## src/include/alu_pkg.sv

```systemverilog
package alu_pkg;

  // Register bus byte offsets
  localparam logic [7:0] CMD_OFFSET      = 8'h00;
  localparam logic [7:0] OPERAND_OFFSET  = 8'h04;
  localparam logic [7:0] WORKING_OFFSET  = 8'h08;
  localparam logic [7:0] STATUS_OFFSET   = 8'h0C;
  localparam logic [7:0] RESULT_OFFSET   = 8'h10;

  // Field positions
  localparam int OP_LSB       = 0;
  localparam int DEST_BIT     = 4;
  localparam int CARRY_BIT    = 0;
  localparam int HALF_BIT     = 1;
  localparam int ZERO_BIT     = 2;
  localparam int BUSY_BIT     = 3;
  localparam int FILE_WR_BIT  = 4;

  // Reset values
  localparam logic [7:0] WORKING_RESET = 8'h00;
  localparam logic [2:0] FLAGS_RESET   = 3'h0;

  // Destination select values
  localparam logic DEST_WORKING = 1'b0;
  localparam logic DEST_FILE    = 1'b1;

  // Operation codes
  typedef enum logic [2:0] {
    OP_NONE                    = 3'h0,
    OP_SUBTRACT_W_FROM_FILE    = 3'h1,
    OP_SUBTRACT_W_FROM_LITERAL = 3'h2,
    OP_SWAP_FILE_NIBBLES       = 3'h3,
    OP_XOR_W_WITH_FILE         = 3'h4,
    OP_XOR_LITERAL_WITH_W      = 3'h5
  } op_t;

  // Flags carried together
  typedef struct packed {
    logic zero;
    logic halfCarry;
    logic carry;
  } flags_t;

  // Result of one operation
  typedef struct packed {
    logic [7:0] value;
    flags_t     flags;
    logic       writeCarry;
    logic       writeHalf;
    logic       writeZero;
    logic       toFile;
  } alu_result_t;

endpackage

```

## src/alu_core.sv

```systemverilog
`timescale 1ns/1ps
module alu_core (
  // Operands
  input  wire alu_pkg::op_t     op,
  input  wire logic             dest,
  input  wire logic [7:0]       working,
  input  wire logic [7:0]       operand,
  // Result
  output alu_pkg::alu_result_t  res
);

  logic [8:0] diff;
  logic [4:0] lowDiff;
  logic [7:0] minuend;

  // Literal or file value stands as the minuend
  always_comb begin
    minuend = operand;
    diff    = {1'b0, minuend} - {1'b0, working};
    lowDiff = {1'b0, minuend[3:0]} - {1'b0, working[3:0]};
  end

  // Operation select
  always_comb begin
    res = '0;
    unique case (op)
      alu_pkg::OP_SUBTRACT_W_FROM_FILE: begin
        res.value          = diff[7:0];
        res.flags.carry    = ~diff[8];
        res.flags.halfCarry = ~lowDiff[4];
        res.writeCarry     = 1'b1;
        res.writeHalf      = 1'b1;
        res.writeZero      = 1'b1;
        res.toFile         = dest;
      end
      alu_pkg::OP_SUBTRACT_W_FROM_LITERAL: begin
        res.value          = diff[7:0];
        res.flags.carry    = ~diff[8];
        res.flags.halfCarry = ~lowDiff[4];
        res.writeCarry     = 1'b1;
        res.writeHalf      = 1'b1;
        res.writeZero      = 1'b1;
      end
      alu_pkg::OP_SWAP_FILE_NIBBLES: begin
        res.value  = {operand[3:0], operand[7:4]};
        res.toFile = dest;
      end
      alu_pkg::OP_XOR_W_WITH_FILE: begin
        res.value     = working ^ operand;
        res.writeZero = 1'b1;
        res.toFile    = dest;
      end
      alu_pkg::OP_XOR_LITERAL_WITH_W: begin
        res.value     = working ^ operand;
        res.writeZero = 1'b1;
      end
      default: res = '0;
    endcase
    res.flags.zero = (res.value == 8'h00);
  end

endmodule

```

## src/subtract_swap_xor_alu.sv

```systemverilog
// Implementation choices: the address map and the APB register port.
`timescale 1ns/1ps
// Operation
// - Subtract-W-from-file computes file minus W, goes to W on dest 0 or file on 1, updates C, DC, Z.
// - Carry clears when W exceeds the file value, half-carry clears when W's low nibble exceeds it.
// - Swap-nibbles exchanges the two nibbles of the file value and touches no flag.
// - Swap-nibbles result goes to W on dest 0 and back to the file register on dest 1.
// - XOR-W-with-file forms W xor file, routed by dest, updating only zero.
// - XOR-literal forms W xor an 8-bit literal into W, updating only zero.
// - Subtract-W-from-literal computes literal minus W into W, updating carry, half-carry and zero.
module subtract_swap_xor_alu (
  // Clock and reset
  input  wire logic        clock,
  input  wire logic        rst,
  // APB slave
  input  wire logic        psel,
  input  wire logic        penable,
  input  wire logic        pwrite,
  input  wire logic [7:0]  paddr,
  input  wire logic [31:0] pwdata,
  output logic [31:0]      prdata,
  output logic             pready,
  output logic             pslverr,
  // File register write port toward data memory
  output logic             fileWrite,
  output logic [7:0]       fileData
);

  logic [7:0]           working_reg;
  logic [7:0]           operand_reg;
  logic [7:0]           result_reg;
  logic                 fileFlag_reg;
  alu_pkg::flags_t      flags_reg;
  alu_pkg::op_t         op_reg;
  logic                 dest_reg;
  logic                 go_reg;
  alu_pkg::alu_result_t res;
  logic                 setup;
  logic                 wrEn;
  logic                 mapped;
  // Writes qualified by the answered access phase
  logic                 accessWr;
  logic                 cmdHit;
  logic                 operandHit;
  logic                 workingHit;
  logic                 statusHit;
  // Execution qualifiers
  logic                 legalOp;
  logic                 execute;
  logic                 toWorking;
  logic                 toFile;
  // Read path ahead of the prdata flop
  logic [31:0]          readData;

  // Register map, one aligned word each, low bits only:
  //   command - operation code and destination select
  //   operand - file value or literal for the next command
  //   working - W, loaded by software or by a result
  //   status  - carry, half carry, zero, busy, last result went to file
  //   result  - last result, read only; writes to it are accepted and dropped
  // Setup and access phase decode
  assign setup  = psel & ~penable;
  assign wrEn   = psel & penable & pwrite;
  assign mapped = paddr inside {alu_pkg::CMD_OFFSET, alu_pkg::OPERAND_OFFSET,
                                alu_pkg::WORKING_OFFSET, alu_pkg::STATUS_OFFSET,
                                alu_pkg::RESULT_OFFSET};

  // A write lands only at the edge where the access phase is answered
  assign accessWr   = wrEn & pready;
  assign cmdHit     = accessWr & (paddr == alu_pkg::CMD_OFFSET);
  assign operandHit = accessWr & (paddr == alu_pkg::OPERAND_OFFSET);
  assign workingHit = accessWr & (paddr == alu_pkg::WORKING_OFFSET);
  assign statusHit  = accessWr & (paddr == alu_pkg::STATUS_OFFSET);

  // Codes 6 and 7 decode to no instruction; they must leave W and the result alone
  assign legalOp = op_reg inside {alu_pkg::OP_SUBTRACT_W_FROM_FILE,
                                  alu_pkg::OP_SUBTRACT_W_FROM_LITERAL,
                                  alu_pkg::OP_SWAP_FILE_NIBBLES,
                                  alu_pkg::OP_XOR_W_WITH_FILE,
                                  alu_pkg::OP_XOR_LITERAL_WITH_W};

  // Execution slot follows the command write by one cycle
  assign execute   = go_reg & legalOp;
  assign toFile    = execute & res.toFile;
  assign toWorking = execute & ~res.toFile;

  // Operands come from held registers, so bus timing never reaches the datapath
  alu_core core (
    .op      (op_reg),
    .dest    (dest_reg),
    .working (working_reg),
    .operand (operand_reg),
    .res     (res)
  );

  // Access phase answered one cycle after setup, no wait states
  // Setup is decoded with penable low, so back-to-back transfers need no gap
  always_ff @(posedge clock or posedge rst) begin
    if (rst) begin
      pready  <= 1'b0;
      pslverr <= 1'b0;
    end else begin
      pready  <= setup;
      pslverr <= setup & ~mapped;
    end
  end

  // Command fields held for readback and for the datapath
  always_ff @(posedge clock or posedge rst) begin
    if (rst) begin
      op_reg   <= alu_pkg::OP_NONE;
      dest_reg <= alu_pkg::DEST_WORKING;
    end else if (cmdHit) begin
      op_reg   <= alu_pkg::op_t'(pwdata[alu_pkg::OP_LSB +: 3]);
      dest_reg <= pwdata[alu_pkg::DEST_BIT];
    end
  end

  // Launch strobe, one cycle for each command write
  // Busy on the status word is this strobe; a read whose setup cycle directly follows the command write still sees it high
  always_ff @(posedge clock or posedge rst) begin
    if (rst) begin
      go_reg <= 1'b0;
    end else begin
      go_reg <= cmdHit;
    end
  end

  // File value or literal; the datapath treats both the same
  // Loaded ahead of the command; a later load does not rerun the operation
  always_ff @(posedge clock or posedge rst) begin
    if (rst) begin
      operand_reg <= 8'h00;
    end else if (operandHit) begin
      operand_reg <= pwdata[7:0];
    end
  end

  // Working register: result when destination is W, else software load
  // Execution wins a same-edge software load, so a result is never lost
  always_ff @(posedge clock or posedge rst) begin
    if (rst) begin
      working_reg <= alu_pkg::WORKING_RESET;
    end else if (toWorking) begin
      working_reg <= res.value;
    end else if (workingHit) begin
      working_reg <= pwdata[7:0];
    end
  end

  // Flags: only those the operation owns are updated; swap touches none
  // Any launch strobe wins a same-edge status write, even for swap or an idle code
  always_ff @(posedge clock or posedge rst) begin
    if (rst) begin
      flags_reg <= alu_pkg::FLAGS_RESET;
    end else if (go_reg) begin
      if (res.writeCarry) flags_reg.carry <= res.flags.carry;
      if (res.writeHalf) flags_reg.halfCarry <= res.flags.halfCarry;
      if (res.writeZero) flags_reg.zero <= res.flags.zero;
    end else if (statusHit) begin
      flags_reg <= alu_pkg::flags_t'(pwdata[2:0]);
    end
  end

  // File write strobe, one cycle pulse for each file destination
  // The data memory sees exactly one write per file-destination command
  always_ff @(posedge clock or posedge rst) begin
    if (rst) begin
      fileWrite <= 1'b0;
    end else begin
      fileWrite <= toFile;
    end
  end

  // Result capture; fileData stands until the next execution
  // W-destination results refresh fileData too, but with no strobe it is ignored
  always_ff @(posedge clock or posedge rst) begin
    if (rst) begin
      result_reg <= 8'h00;
      fileData   <= 8'h00;
    end else if (execute) begin
      result_reg <= res.value;
      fileData   <= res.value;
    end
  end

  // Destination of the last result, read back as a status bit
  // Held across idle commands so software can tell where the result went
  always_ff @(posedge clock or posedge rst) begin
    if (rst) begin
      fileFlag_reg <= 1'b0;
    end else if (execute) begin
      fileFlag_reg <= res.toFile;
    end
  end

  // Read mux; unmapped offsets read as zero, command bit 3 reads as zero
  always_comb begin
    unique case (paddr)
      alu_pkg::CMD_OFFSET:     readData = {27'h0, dest_reg, 1'b0, op_reg};
      alu_pkg::OPERAND_OFFSET: readData = {24'h0, operand_reg};
      alu_pkg::WORKING_OFFSET: readData = {24'h0, working_reg};
      alu_pkg::STATUS_OFFSET:  readData = {27'h0, fileFlag_reg, go_reg, flags_reg};
      alu_pkg::RESULT_OFFSET:  readData = {24'h0, result_reg};
      default:                 readData = 32'h0000_0000;
    endcase
  end

  // Read data registered in the setup cycle
  // Holding it outside setup keeps it stable for the whole access phase
  always_ff @(posedge clock or posedge rst) begin
    if (rst) begin
      prdata <= 32'h0000_0000;
    end else if (setup) begin
      prdata <= readData;
    end
  end

endmodule

```

## config.mk

```make
export PLATFORM = sky130hd
export DESIGN_NAME = subtract_swap_xor_alu
export DESIGN_NICKNAME = d
export VERILOG_FILES = /design/src/include/alu_pkg.sv /design/src/alu_core.sv /design/src/subtract_swap_xor_alu.sv
export SDC_FILE = /design/constraint.sdc
export NUM_CORES = 1
export LEC_CHECK = 0
export BUFFER_PORTS_ARGS = -buffer_cell sky130_fd_sc_hd__buf_2
export CAP_MARGIN = 20
export CELL_PAD_IN_SITES_DETAIL_PLACEMENT = 1
export CELL_PAD_IN_SITES_GLOBAL_PLACEMENT = 2
export CORE_MARGIN = 2
export CORE_UTILIZATION = 33
export CTS_CLUSTER_DIAMETER = 200
export DETAILED_ROUTE_END_ITERATION = 16
export MAX_ROUTING_LAYER = met4
export PLACE_DENSITY = 0.94
export SKIP_LAST_GASP = 1
export SLEW_MARGIN = 20
export SYNTH_ARGS = -nofsm -noshare
export SYNTH_HDL_FRONTEND = slang
export SYNTH_SLANG_ARGS = --single-unit
```

## constraint.sdc

```tcl
create_clock -name clock -period 5.2 [get_ports clock]
set_input_delay 1.04 -clock clock [delete_from_list [all_inputs] [get_ports clock]]
set_output_delay 1.04 -clock clock [all_outputs]
set_load 0.01 [all_outputs]
```

==> run summary <==
CTS Buf Count -> 5
Crit start category -> input pin
Worst-path fanout max -> 10
Min-delay worst type -> register to register
Leak -> 0.00159 µW
GRT Overall Usage -> 18.0%
Die Ht -> 98.2 µm
# DRC -> 0
First-pass GRT wire length -> 13800 µm
Top post-synthesis cells by area -> dfrtp_1, buf_4, mux2_2
Synth area leader -> dfrtp_1
Yosys warning total -> 0
Critical Path RT -> 5380 ps
Routed vias -> 2552
Final hold viol count -> 0
CTS root buffer -> clkbuf_8
Final slew viol count -> 0
Crit path capture type -> register
Fin crit period -> 3260 ps
Vias/cell -> 5.52
Max-cap violations -> 0
Final net count -> 407
Top Ports -> 88
Die ar. -> 0.00964 mm²
Sequential area share after synthesis -> 37.6%
Largest vdd supply drop -> 0.0821 mV
Slew headroom -> 46.8%
Yosys reg bits -> 44
Worst slew pin tran -> 798 ps
WL final -> 8470 µm
Post-synth cell types -> 56
Top Layer Used -> met4
Die Wd -> 98.2 µm
Routability congestion estimate -> 0.901
Met3 wire length -> 383 µm
Unrepaired setup endpoints after global routing -> no
Synthesized area -> 0.00293 mm²
EDFF count, synth -> 0
Reg clk slew, reported paths -> 90 ps
First-pass iteration count of the detailed router -> 5
Share of layout cells above drive strength 1 -> 18.6%
Post-DP HPWL -> 6380 µm
Largest net degree at the start of global routing -> 45
Sink Count -> 44
Final Setup Violations -> 0
Clock skew -> 8.76 ps
I/O Buffers -> 39
Final period util -> 62.7%
Most common cell after layout, fill and taps aside -> dfrtp_1
Post-synth ARST share -> 100%
Antenna Nets Post-Route -> 0
DR WL/cell -> 18.3 µm
Hold slack -> 484 ps
Initial core utilization -> 33.7%
PD cells -> 194 mW/mm²
Outcome -> finished, final reports clean
Fin Setup TNS -> 0 ps
Antenna diode instance count -> 0
P&R area growth vs syn -> 8.72%
Mapped Avg Cell Area -> 9.06 µm²
PostCTS Resize Cnt -> 0
Htree depth -> 2
Synth Flop Type -> dfrtp_1
Gr ovfl total -> 0
Share of the synthesized area in the top cell type -> 37.6%
CTS tree -> done
Metal2 WL -> 4220 µm
Row count -> 34
Mapped Cells -> 323
Final core utilization -> 36.7%
Fmax -> 307 MHz
Post-CTS Setup Inserts -> 0
Commonest non-fill, non-tap cells in the layout -> dfrtp_1, buf_2, nand2_1
Hold_buf cts -> 0
Antenna violations before repair -> 0
Crit path DAT -> 3440 ps
DR iter-0 viols -> 134
Core area -> 0.00868 mm²
Wire length on met1 -> 3730 µm
Vias in the first global route -> 2630
Kind of critical path -> input pin to register
Max clock buf depth -> 2
Clock latency on the worst-skew pair -> 290 ps
[layout make-up]
class,instances,area [µm²]
clock buffers,7,86.3
clock inverters,1,7.51
fillers,1044,5500
inverters,20,75.1
multi-input cells,241,1570
flip-flops and latches,44,1100
well taps,108,135
repair buffers,41,210
[final timing paths]
check,startpoint,to,slack [ps],depth (start not counted)
worst max register to register,operand_reg[0]$_DFFE_PP0P_,working_reg[6]$_DFFE_PP0P_,2410,10
worst max-delay path,paddr[1],working_reg[6]$_DFFE_PP0P_,1940,7
min in group asynchronous,rst,result_reg[4]$_DFFE_PP0P_,880,3
worst min-delay path,prdata[0]$_DFFE_PP0P_,prdata[0]$_DFFE_PP0P_,480,2
max in group asynchronous,rst,result_reg[6]$_DFFE_PP0P_,3910,3
worst min register to register,prdata[0]$_DFFE_PP0P_,prdata[0]$_DFFE_PP0P_,480,2
[layer usage]
layer	up-vias	track usage, %
met2	92	30.6
met4	0	4.95
met1	1275	22.8
met5	-	-
met3	13	2.00
li1	1172	-
[critical path: stages]
cell and delay [ps]:
buf_2 90, or4_4 560, nor3_4 330, and3b_1 470
and2_4 330, mux2_1 340, mux2_2 270
[synth_stat cells, types with 4 or more instances]
library cell  count
nor3_1            5
mux2_2           13
dfrtp_1          44
inv_1            19
nand2_1          37
ha_1              8
nand4_1           4
a31oi_1           6
a21oi_1          12
clkbuf_1         11
o21ai_0          27
a222oi_1          7
a211oi_1          5
nand3_1           9
nor2_1           17
buf_4            24
mux2i_1          13
[metrics by stage]
| stage | setup WS [ps] | total power, µW | instance area, µm² | cells |
|---|---|---|---|---|
| floorplan | 2100 | 392 | 3010 | 346 |
| global placement | 1710 | 395 | 3090 | 454 |
| detailed placement | 1640 | 397 | 3090 | 454 |
| CTS | 1950 | 619 | 3180 | 462 |
| global route | 1840 | 639 | 3180 | 462 |
| finish | 1940 | 617 | 3180 | 462 |
[power breakdown]
part	switching [µW]	total [µW]	leakage, µW	internal [µW]
Clock	118	226	0.0000445	108
Combinational	32.0	44.5	0.000982	12.5
Sequential	2.32	346	0.000561	343
Total	153	617	0.00159	464
[logic make-up after synthesis]
| kind of cell | Yosys count | synth area share, % |
|---|---|---|
| and+or+nand+nor | 91 | 15.4 |
| AOI/OAI and AO/OA | 84 | 19.2 |
| buffers and inverters | 61 | 11.8 |
| DFF | 44 | 37.6 |
| muxes | 29 | 10.6 |
| adders and majority gates | 9 | 4.10 |
| xor gates and xnor gates | 4 | 1.20 |
| other | 1 | 0.128 |
Power figures use the tool's default switching activity.
